`src/rtl/coa_pkg.sv`:
```
package coa_pkg;

	// ------------------------------------------------------------
	// opcode encodings
	// ------------------------------------------------------------
	localparam logic [3:0] OPC_GRP_INC = 4'h0;
	localparam logic [3:0] OPC_GRP_DEC = 4'h1;
	localparam logic [3:0] OPC_GRP_ADD = 4'h2;
	localparam logic [3:0] OPC_GRP_ADDC = 4'h3;
	localparam logic [3:0] OPC_GRP_SUBB = 4'h9;
	localparam logic [3:0] OPC_LO_IMM = 4'h4;
	localparam logic [3:0] OPC_LO_DIR = 4'h5;
	localparam logic [3:0] OPC_LO_IND0 = 4'h6;
	localparam logic [3:0] OPC_LO_IND1 = 4'h7;
	localparam logic [7:0] OPC_MUL = 8'ha4;
	localparam logic [7:0] OPC_DIV = 8'h84;
	localparam logic [7:0] OPC_MOVC = 8'h93;
	localparam logic [7:0] OPC_XRD = 8'he0;
	localparam logic [7:0] OPC_BIT_CPL = 8'hb2;
	localparam logic [7:0] OPC_BIT_CLR = 8'hc2;
	localparam logic [7:0] OPC_BIT_SET = 8'hd2;

	// ------------------------------------------------------------
	// address map and reset values
	// ------------------------------------------------------------
	localparam logic [7:0] SFR_BASE = 8'h80;
	localparam logic [7:0] BIT_BYTE_BASE = 8'h20;
	localparam logic [7:0] ACC_RST = 8'h00;
	localparam logic [7:0] BREG_RST = 8'h00;
	localparam logic [15:0] ADDR_RST = 16'h0000;

	// ------------------------------------------------------------
	// types
	// ------------------------------------------------------------
	typedef enum logic [1:0] {SP_IRAM, SP_SFR, SP_XDATA, SP_CODE} coa_space_e;
	typedef enum logic [3:0] {MD_NONE, MD_DIRECT, MD_IND8, MD_IND16, MD_REG, MD_ACC, MD_IMM,
		MD_INDEXED, MD_BIT} coa_mode_e;
	typedef enum logic [3:0] {AOP_PASS, AOP_ADD, AOP_ADDC, AOP_SUBB, AOP_INC, AOP_DEC, AOP_MUL,
		AOP_DIV, AOP_BCLR, AOP_BSET, AOP_BCPL} coa_aop_e;
	typedef enum logic [1:0] {ST_IDLE, ST_PTR, ST_FETCH, ST_EXEC} coa_state_e;
	typedef struct packed {
		coa_mode_e mode;
		coa_aop_e aop;
	} coa_dec_s;

endpackage : coa_pkg

```
`src/rtl/coa_alu_if.sv`:
```
`timescale 1ns/1ps
interface coa_alu_if;
	import coa_pkg::*;
	logic [7:0] a;
	logic [7:0] b;
	coa_aop_e op;
	logic [2:0] bitsel;
	logic cin;
	logic [7:0] res;
	logic [7:0] res_hi;
	logic cy;
	logic ov;
	modport core (output a, b, op, bitsel, cin, input res, res_hi, cy, ov);
	modport alu (input a, b, op, bitsel, cin, output res, res_hi, cy, ov);
endinterface : coa_alu_if

```
`src/rtl/coa_operand_addr.sv`:
```
`timescale 1ns/1ps
// How it works
// RQ1 - direct mode: 8-bit instruction field addresses internal RAM or special registers
// RQ2 - 8-bit indirect: address read from bank pointer register zero or one
// RQ3 - 16-bit indirect: address is the data pointer
// RQ4 - register mode: opcode picks one of eight registers in the active bank
// RQ5 - implicit instructions route the accumulator (or B) as operand
// RQ6 - immediate mode: operand is the constant byte in the instruction
// RQ7 - indexed mode only reads program memory at data pointer plus accumulator
// RQ8 - bit instructions pick one bit of a 256-bit space
// RQ9 - arithmetic accepts direct, indirect, register, immediate, register-specific modes
// RQ10 - arithmetic does add, subtract, multiply, divide, increment, decrement
// RQ11 - most instructions finish in one or two cycles
// RQ12 - two-bit bank select from the status register picks the active bank
module coa_operand_addr
	import coa_pkg::*;
(
	input wire logic clk,
	input wire logic rstn,
	input wire logic instr_valid,
	input wire logic [7:0] opcode,
	input wire logic [7:0] instr_byte1,
	input wire logic [15:0] data_pointer,
	input wire logic [1:0] bank_sel,
	input wire logic [7:0] mem_rdata,
	output logic instr_ready_ff,
	output logic mem_rd_ff,
	output logic mem_wr_ff,
	output coa_space_e mem_space_ff,
	output logic [15:0] mem_addr_ff,
	output logic [7:0] mem_wdata_ff,
	output logic [7:0] acc_ff,
	output logic [7:0] breg_ff,
	output logic carry_ff,
	output logic ov_ff,
	output logic done_ff,
	output logic illegal_ff,
	output coa_mode_e mode_ff
);

	// ------------------------------------------------------------
	// helpers
	// ------------------------------------------------------------
	// bank registers live in the low 32 bytes of internal RAM
	function automatic logic [15:0] coa_bank_addr(input logic [1:0] bank, input logic [2:0] idx);
		coa_bank_addr = {8'h00, 3'b000, bank, idx}; // [RQ4] [RQ12]
	endfunction : coa_bank_addr

	function automatic logic [15:0] coa_bit_byte(input logic [7:0] bit_addr);
		// low half maps to 16 RAM bytes, high half to every eighth special register
		if (bit_addr < SFR_BASE)
			coa_bit_byte = {8'h00, BIT_BYTE_BASE + {4'h0, bit_addr[6:3]}}; // [RQ8]
		else
			coa_bit_byte = {8'h00, bit_addr[7:3], 3'b000};
	endfunction : coa_bit_byte

	function automatic coa_dec_s coa_decode(input logic [7:0] opc);
		coa_dec_s d;
		logic grp;
		d.mode = MD_NONE;
		d.aop = AOP_PASS;
		grp = 1'b1;
		case (opc)
			OPC_MUL: d = '{MD_ACC, AOP_MUL}; // [RQ5] [RQ10]
			OPC_DIV: d = '{MD_ACC, AOP_DIV};
			OPC_MOVC: d = '{MD_INDEXED, AOP_PASS}; // [RQ7]
			OPC_XRD: d = '{MD_IND16, AOP_PASS}; // [RQ3]
			OPC_BIT_CPL: d = '{MD_BIT, AOP_BCPL}; // [RQ8]
			OPC_BIT_CLR: d = '{MD_BIT, AOP_BCLR};
			OPC_BIT_SET: d = '{MD_BIT, AOP_BSET};
			default:
			begin
				case (opc[7:4])
					OPC_GRP_INC: d.aop = AOP_INC; // [RQ10]
					OPC_GRP_DEC: d.aop = AOP_DEC;
					OPC_GRP_ADD: d.aop = AOP_ADD;
					OPC_GRP_ADDC: d.aop = AOP_ADDC;
					OPC_GRP_SUBB: d.aop = AOP_SUBB;
					default: grp = 1'b0;
				endcase
				// the low nibble picks the operand mode for the whole group [RQ9]
				if (grp && opc[3])
					d.mode = MD_REG;
				else if (grp && opc[3:0] == OPC_LO_IMM)
					d.mode = (d.aop == AOP_INC || d.aop == AOP_DEC) ? MD_ACC : MD_IMM;
				else if (grp && opc[3:0] == OPC_LO_DIR)
					d.mode = MD_DIRECT;
				else if (grp && (opc[3:0] == OPC_LO_IND0 || opc[3:0] == OPC_LO_IND1))
					d.mode = MD_IND8;
				else
					d = '{MD_NONE, AOP_PASS};
			end
		endcase
		coa_decode = d;
	endfunction : coa_decode

	// ------------------------------------------------------------
	// state and alu hookup
	// ------------------------------------------------------------
	coa_state_e state_ff, nxt_state;
	coa_aop_e aop_ff, nxt_aop;
	coa_mode_e nxt_mode;
	coa_space_e nxt_space;
	coa_dec_s dec;
	logic [7:0] opnd_ff, nxt_opnd, nxt_acc, nxt_breg, nxt_wdata;
	logic [2:0] bitsel_ff, nxt_bitsel;
	logic [15:0] nxt_addr;
	logic nxt_ready, nxt_rd, nxt_wr, nxt_carry, nxt_ov, nxt_done, nxt_illegal;
	logic accept;

	coa_alu_if alu_bus ();

	coa_alu u_alu (
		.alu(alu_bus.alu)
	);

	// operand comes straight from memory on a fetch, else from the latched byte
	assign alu_bus.a = acc_ff;
	assign alu_bus.b = (state_ff == ST_FETCH) ? mem_rdata : opnd_ff;
	assign alu_bus.op = aop_ff;
	assign alu_bus.bitsel = bitsel_ff;
	assign alu_bus.cin = carry_ff;
	assign accept = instr_valid && instr_ready_ff;

	// ------------------------------------------------------------
	// next-state logic
	// ------------------------------------------------------------
	always_comb
	begin
		dec = coa_decode(opcode);
		nxt_state = state_ff;
		nxt_aop = aop_ff;
		nxt_mode = mode_ff;
		nxt_space = mem_space_ff;
		nxt_addr = mem_addr_ff;
		nxt_opnd = opnd_ff;
		nxt_bitsel = bitsel_ff;
		nxt_acc = acc_ff;
		nxt_breg = breg_ff;
		nxt_carry = carry_ff;
		nxt_ov = ov_ff;
		nxt_wdata = mem_wdata_ff;
		nxt_ready = instr_ready_ff;
		nxt_rd = 1'b0;
		nxt_wr = 1'b0;
		nxt_done = 1'b0;
		nxt_illegal = 1'b0;
		case (state_ff)
			ST_IDLE:
			begin
				if (instr_valid)
				begin
					nxt_aop = dec.aop;
					nxt_mode = dec.mode;
					nxt_bitsel = instr_byte1[2:0];
					nxt_ready = 1'b0;
					nxt_rd = 1'b1;
					nxt_state = ST_FETCH;
					case (dec.mode)
						MD_DIRECT:
						begin
							nxt_space = (instr_byte1 < SFR_BASE) ? SP_IRAM : SP_SFR; // [RQ1]
							nxt_addr = {8'h00, instr_byte1};
						end
						MD_REG:
						begin
							nxt_space = SP_IRAM;
							nxt_addr = coa_bank_addr(bank_sel, opcode[2:0]); // [RQ4] [RQ12]
						end
						MD_IND8:
						begin
							// first read the pointer out of the bank [RQ2]
							nxt_space = SP_IRAM;
							nxt_addr = coa_bank_addr(bank_sel, {2'b00, opcode[0]});
							nxt_state = ST_PTR;
						end
						MD_IND16:
						begin
							nxt_space = SP_XDATA;
							nxt_addr = data_pointer; // [RQ3]
						end
						MD_INDEXED:
						begin
							nxt_space = SP_CODE;
							nxt_addr = data_pointer + {8'h00, acc_ff}; // [RQ7]
						end
						MD_BIT:
						begin
							nxt_space = (instr_byte1 < SFR_BASE) ? SP_IRAM : SP_SFR;
							nxt_addr = coa_bit_byte(instr_byte1); // [RQ8]
						end
						MD_IMM:
						begin
							nxt_rd = 1'b0;
							nxt_opnd = instr_byte1; // [RQ6]
							nxt_state = ST_EXEC;
						end
						MD_ACC:
						begin
							// multiply and divide take B, the rest the accumulator [RQ5]
							nxt_rd = 1'b0;
							nxt_opnd = (dec.aop == AOP_MUL || dec.aop == AOP_DIV) ? breg_ff : acc_ff;
							nxt_state = ST_EXEC;
						end
						default:
						begin
							nxt_rd = 1'b0;
							nxt_ready = 1'b1;
							nxt_done = 1'b1;
							nxt_illegal = 1'b1;
							nxt_state = ST_IDLE;
						end
					endcase
				end
			end
			ST_PTR:
			begin
				nxt_rd = 1'b1;
				nxt_addr = {8'h00, mem_rdata}; // [RQ2]
				nxt_state = ST_FETCH;
			end
			ST_FETCH, ST_EXEC:
			begin
				// commit in the same cycle the operand is seen [RQ11]
				nxt_done = 1'b1;
				nxt_ready = 1'b1;
				nxt_state = ST_IDLE;
				nxt_wdata = alu_bus.res;
				case (aop_ff)
					AOP_ADD, AOP_ADDC, AOP_SUBB:
					begin
						nxt_acc = alu_bus.res; // [RQ10]
						nxt_carry = alu_bus.cy;
						nxt_ov = alu_bus.ov;
					end
					AOP_MUL, AOP_DIV:
					begin
						nxt_acc = alu_bus.res;
						nxt_breg = alu_bus.res_hi;
						nxt_carry = alu_bus.cy;
						nxt_ov = alu_bus.ov;
					end
					AOP_INC, AOP_DEC:
					begin
						if (mode_ff == MD_ACC)
							nxt_acc = alu_bus.res; // [RQ5]
						else
							nxt_wr = 1'b1;
					end
					AOP_BCLR, AOP_BSET, AOP_BCPL: nxt_wr = 1'b1; // read-modify-write of the byte
					default: nxt_acc = alu_bus.res;
				endcase
			end
			default:
			begin
				nxt_state = ST_IDLE;
				nxt_ready = 1'b1;
			end
		endcase
	end

	// ------------------------------------------------------------
	// registers
	// ------------------------------------------------------------
	always_ff @(posedge clk or negedge rstn)
	begin
		if (!rstn)
		begin
			state_ff <= ST_IDLE;
			aop_ff <= AOP_PASS;
			mode_ff <= MD_NONE;
			mem_space_ff <= SP_IRAM;
			mem_addr_ff <= ADDR_RST;
			opnd_ff <= ACC_RST;
			bitsel_ff <= 3'h0;
			acc_ff <= ACC_RST;
			breg_ff <= BREG_RST;
			carry_ff <= 1'b0;
			ov_ff <= 1'b0;
			mem_wdata_ff <= ACC_RST;
			instr_ready_ff <= 1'b1;
			mem_rd_ff <= 1'b0;
			mem_wr_ff <= 1'b0;
			done_ff <= 1'b0;
			illegal_ff <= 1'b0;
		end
		else
		begin
			state_ff <= nxt_state;
			aop_ff <= nxt_aop;
			mode_ff <= nxt_mode;
			mem_space_ff <= nxt_space;
			mem_addr_ff <= nxt_addr;
			opnd_ff <= nxt_opnd;
			bitsel_ff <= nxt_bitsel;
			acc_ff <= nxt_acc;
			breg_ff <= nxt_breg;
			carry_ff <= nxt_carry;
			ov_ff <= nxt_ov;
			mem_wdata_ff <= nxt_wdata;
			instr_ready_ff <= nxt_ready;
			mem_rd_ff <= nxt_rd;
			mem_wr_ff <= nxt_wr;
			done_ff <= nxt_done;
			illegal_ff <= nxt_illegal;
		end
	end
endmodule : coa_operand_addr

```
`src/rtl/coa_alu.sv`:
```
`timescale 1ns/1ps
module coa_alu
	import coa_pkg::*;
(
	coa_alu_if.alu alu
);

	logic [8:0] sum9;
	logic [8:0] dif9;
	logic [15:0] prod;

	// ------------------------------------------------------------
	// arithmetic and bit operations, purely combinational
	// ------------------------------------------------------------
	always_comb
	begin
		sum9 = {1'b0, alu.a} + {1'b0, alu.b} + {8'h00, alu.cin && alu.op == AOP_ADDC};
		dif9 = {1'b0, alu.a} - {1'b0, alu.b} - {8'h00, alu.cin};
		prod = 16'(alu.a) * 16'(alu.b);
		alu.res = alu.b;
		alu.res_hi = 8'h00;
		alu.cy = alu.cin;
		alu.ov = 1'b0;
		case (alu.op)
			AOP_ADD, AOP_ADDC:
			begin
				alu.res = sum9[7:0];
				alu.cy = sum9[8];
				alu.ov = (alu.a[7] == alu.b[7]) && (sum9[7] != alu.a[7]);
			end
			AOP_SUBB:
			begin
				alu.res = dif9[7:0];
				alu.cy = dif9[8];
				alu.ov = (alu.a[7] != alu.b[7]) && (dif9[7] != alu.a[7]);
			end
			AOP_INC: alu.res = alu.b + 8'h01; // wraps, flags untouched
			AOP_DEC: alu.res = alu.b - 8'h01;
			AOP_MUL:
			begin
				alu.res = prod[7:0];
				alu.res_hi = prod[15:8];
				alu.cy = 1'b0;
				alu.ov = prod[15:8] != 8'h00;
			end
			AOP_DIV:
			begin
				// divide by zero flags overflow and returns all ones
				alu.cy = 1'b0;
				alu.ov = alu.b == 8'h00;
				alu.res = (alu.b == 8'h00) ? 8'hff : alu.a / alu.b;
				alu.res_hi = (alu.b == 8'h00) ? 8'hff : alu.a % alu.b;
			end
			AOP_BCLR: alu.res = alu.b & ~(8'h01 << alu.bitsel);
			AOP_BSET: alu.res = alu.b | (8'h01 << alu.bitsel);
			AOP_BCPL: alu.res = alu.b ^ (8'h01 << alu.bitsel);
			default: alu.res = alu.b;
		endcase
	end

endmodule : coa_alu

```
`config.mk`:
```
export PLATFORM = sky130hd
export DESIGN_NAME = coa_operand_addr
export DESIGN_NICKNAME = d
export VERILOG_FILES = /design/src/rtl/coa_pkg.sv /design/src/rtl/coa_alu_if.sv /design/src/rtl/coa_operand_addr.sv /design/src/rtl/coa_alu.sv
export SDC_FILE = /design/constraint.sdc
export NUM_CORES = 1
export LEC_CHECK = 0
export BUFFER_PORTS_ARGS = -buffer_cell sky130_fd_sc_hd__buf_2
export CORE_MARGIN = 2
export CORE_UTILIZATION = 40
export DETAILED_ROUTE_END_ITERATION = 16
export PLACE_DENSITY_LB_ADDON = 0.15
export SYNTH_ARGS = -nofsm -noshare
export SYNTH_HDL_FRONTEND = slang
export SYNTH_SLANG_ARGS = --single-unit
```
`constraint.sdc`:
```
create_clock -name clk -period 18.6 [get_ports clk]
set_input_delay 4.65 -clock clk [delete_from_list [all_inputs] [get_ports clk]]
set_output_delay 4.65 -clock clk [all_outputs]
set_load 0.005 [all_outputs]
```
==> results by group <==
Critical path
  – Crit path kind: input port to flip-flop
  – Worst-path maximum fanout: 10
  – CP required: 18.89 ns
  – Most used cell, CP: ha_1
  – Critical path data arrival time: 17.46 ns
  – CP Launch Type: input port
  – Critical Path End Type: flip-flop
  – Critical-path top delay cell: a21oi_1
  – CP peak stage delay: 0.65 ns

Synthesis
  – Ys flop type: dfrtp_1
  – Warnings from Yosys: 0
  – EDFF count, synth: 0
  – Async set-reset flop share out of synthesis: 100%
  – Mapped Area: 9890 um2
  – Synth Register Bits: 69
  – Syn nets: 1424
  – Avg Cell Area, Syn: 8.17 um2
  – Netlist cell types: 90
  – Post-Synthesis Cells: 1211
  – Sequential share of the synthesized area: 17.5%

Clock network
  – # hold bufs at CTS: 0
  – CTS Root Cell: clkbuf_16
  – Longest Clk Path Bufs: 2
  – CTS sink count: 69
  – Clk_lat worst skew: 0.36 ns
  – Htree depth: 3
  – Clock Pin Slew Worst Setup and Hold Paths: 0.06 ns
  – CTS tree: yes
  – CTS-repair resized insts: 0
  – Post-CTS setup repair buffer count: 0
  – TritonCTS buffer count: 9

Global routing
  – GRT Overall Usage: 27.0%
  – Gr ovfl total: 0
  – Vias in the first global route: 9092
  – Initial antenna violation count: 0
  – Pin count of the biggest net entering global routing: 70
  – First-pass GRT wire length: 53900 um

STA
  – Worst hold margin: 0.481 ns
  – Sum Neg Setup Slack: 0 ns
  – Period utilization: 92.3%
  – Worst-Margin Slew: 1.03 ns
  – Fin. max-slew vios: 0
  – Slew HR: 31.1%
  – Max Clk Rate: 58.2 MHz
  – Clock skew after layout: 0.0141 ns
  – PnR worst setup slack: 1.43 ns
  – RSZ-0062 raised after global routing: no
  – Tmin final: 17.17 ns
  – Final hold violations: 0
  – Setup-failing EPs final: 0

Routing
  – DRT Pass-1 Iters: 6
  – Routed vias: 9464
  – WL final: 34800 um
  – WL/cell: 21.5 um
  – DR vias/cell: 5.83
  – DRT iter0 DRCs: 744
  – Final ANT Viol Nets: 0
  – Post-route DRC violation count: 0

Place
  – Placed cell count: 1606
  – Port Buffers: 97
  – GP Congestion: 0.927
  – DP Worst Slack: 1.25 ns
  – Detailed placer's ending HPWL: 27300 um

Cells and area
  – N_diodes: 0
  – Non-filler cells, final: 1622
  – Nets@finish: 1506
  – Area delta synth->final: 11.4%
  – Layout cells sized above 1: 15.0%

Floorplan
  – Initial core utilization: 40.7%
  – Die X-Extent: 161 um
  – Area of the core: 24300 um2
  – Die Footprint: 26000 um2
  – Core Rows: 57
  – Die height: 161 um
  – # IOs: 98

Job
  – Max Cap Viol: 0

Status
  – Status: complete, no violations

Worst hold path
  – Min-Delay Path Class: flip-flop to flip-flop
-- synth_stat cells (all sizes together), types with 8 or more instances --
library cell	count	area (um2)
fa	42	841
ha	126	1580
o31ai	13	116
o22ai	19	119
mux2i	17	170
nand3b	8	60.1
nor2	107	407
o21bai	11	82.6
nor2b	13	81.3
xnor2	39	342
or2	13	81.3
nand3	28	140
a31oi	22	138
o2bb2ai	11	96.3
o211ai	13	97.6
xor2	21	184
a211oi	11	82.6
nand2	129	484
clkbuf	30	113
o21a	17	128
nand2b	24	150
dfrtp	68	1700
mux2	26	300
a21oi	76	384
buf	17	111
a21o	13	97.6
and3	9	61.3
inv	100	375
a221oi	10	100
o21ai	58	290
nor3	13	65.1
-- sequential cells by signal, indices dropped and copies added (netlist names) --
signal          count
acc_ff              8
alu_bus.bitsel      3
alu_bus.op          3
breg_ff             8
carry_ff            1
done_ff             1
illegal_ff          1
instr_ready_ff      1
mem_addr_ff        16
mem_rd_ff           1
mem_space_ff        2
mem_wdata_ff        8
mem_wr_ff           1
mode_ff             4
opnd_ff             8
ov_ff               1
state_ff            2
-- layout by cell type (no fill, tap or decap), types with 7 or more instances in the layout --
cell type and count:
nand2_1 129, ha_1 126, nor2_1 105, inv_1 98
buf_2 96, a21oi_1 75, dfrtp_1 68, o21ai_0 55
fa_1 42, xnor2_1 39, nand3_1 28, nand2b_1 24
mux2_2 24, a31oi_1 22, buf_4 22, xor2_1 21
o22ai_1 19, mux2i_1 17, o21a_1 17, nor2b_1 13
a21o_1 13, o211ai_1 13, or2_2 13, nor3_1 13
a211oi_1 11, o31ai_1 11, o21bai_1 11, o2bb2ai_1 11
clkbuf_16 9, and3_1 8, a221oi_1 8, nand3b_1 8
a22oi_1 7
-- layout make-up --
| class | count | area [um2] |
|---|---|---|
| well taps | 324 | 405 |
| flip-flops and latches | 69 | 1730 |
| clock buffers | 10 | 229 |
| multi-input cells | 994 | 7560 |
| repair buffers | 118 | 646 |
| inverters | 101 | 379 |
| fillers | 2421 | 13300 |
| clock inverters | 6 | 71.3 |
-- metrics by stage --
stage	util (%)	cell area (um2)
detailed placement	44.1	10700
floorplan	-	9890
global placement	44.1	10700
finish	45.3	11000
global route	45.3	11000
CTS	45.3	11000
-- routing by layer --
metal  track usage (%)  wire length [um]
met5                 0                 0
met4              9.74              1160
met3              4.06              2500
met2              42.6             15400
met1              37.6             15700
-- path summary, 6_finish.rpt --
| path | from | end | slack (ns) | cells after the start |
|---|---|---|---|---|
| worst max-delay path | mem_rdata[0] | breg_ff[4] | 1.43 | 53 |
| worst min-delay path | mem_addr_ff[8] | mem_addr_ff[8] | 0.48 | 1 |
| worst max register to register | state_ff[1] | breg_ff[4] | 4.89 | 53 |
| worst min register to register | mem_addr_ff[8] | mem_addr_ff[8] | 0.48 | 1 |
| max in group asynchronous | rstn | done_ff | 13.52 | 1 |
| min in group asynchronous | rstn | breg_ff[1] | 4.41 | 1 |
-- worst max-delay path: cells and delay by family --
family	cells	cell delay [ns]
fa+ha+maj	8	2.49
buf+inv	3	0.39
compound gates	26	6.12
mux	3	1.10
simple gates	13	2.68
-- logic make-up after synthesis --
kind of cell	after synthesis	share of synthesized area (%)
AO/OA/AOI/OAI	330	22.6
multiplexers	43	4.76
XOR/XNOR	60	5.31
adder cells (fa/ha/maj)	168	24.4
flip-flops	69	17.5
buffers and inverters	148	6.10
AND/OR/NAND/NOR	393	19.3
Power is left out: the tool's default activity adds up to more than one toggle a clock period on the data nets, which glitch-free logic cannot reach.
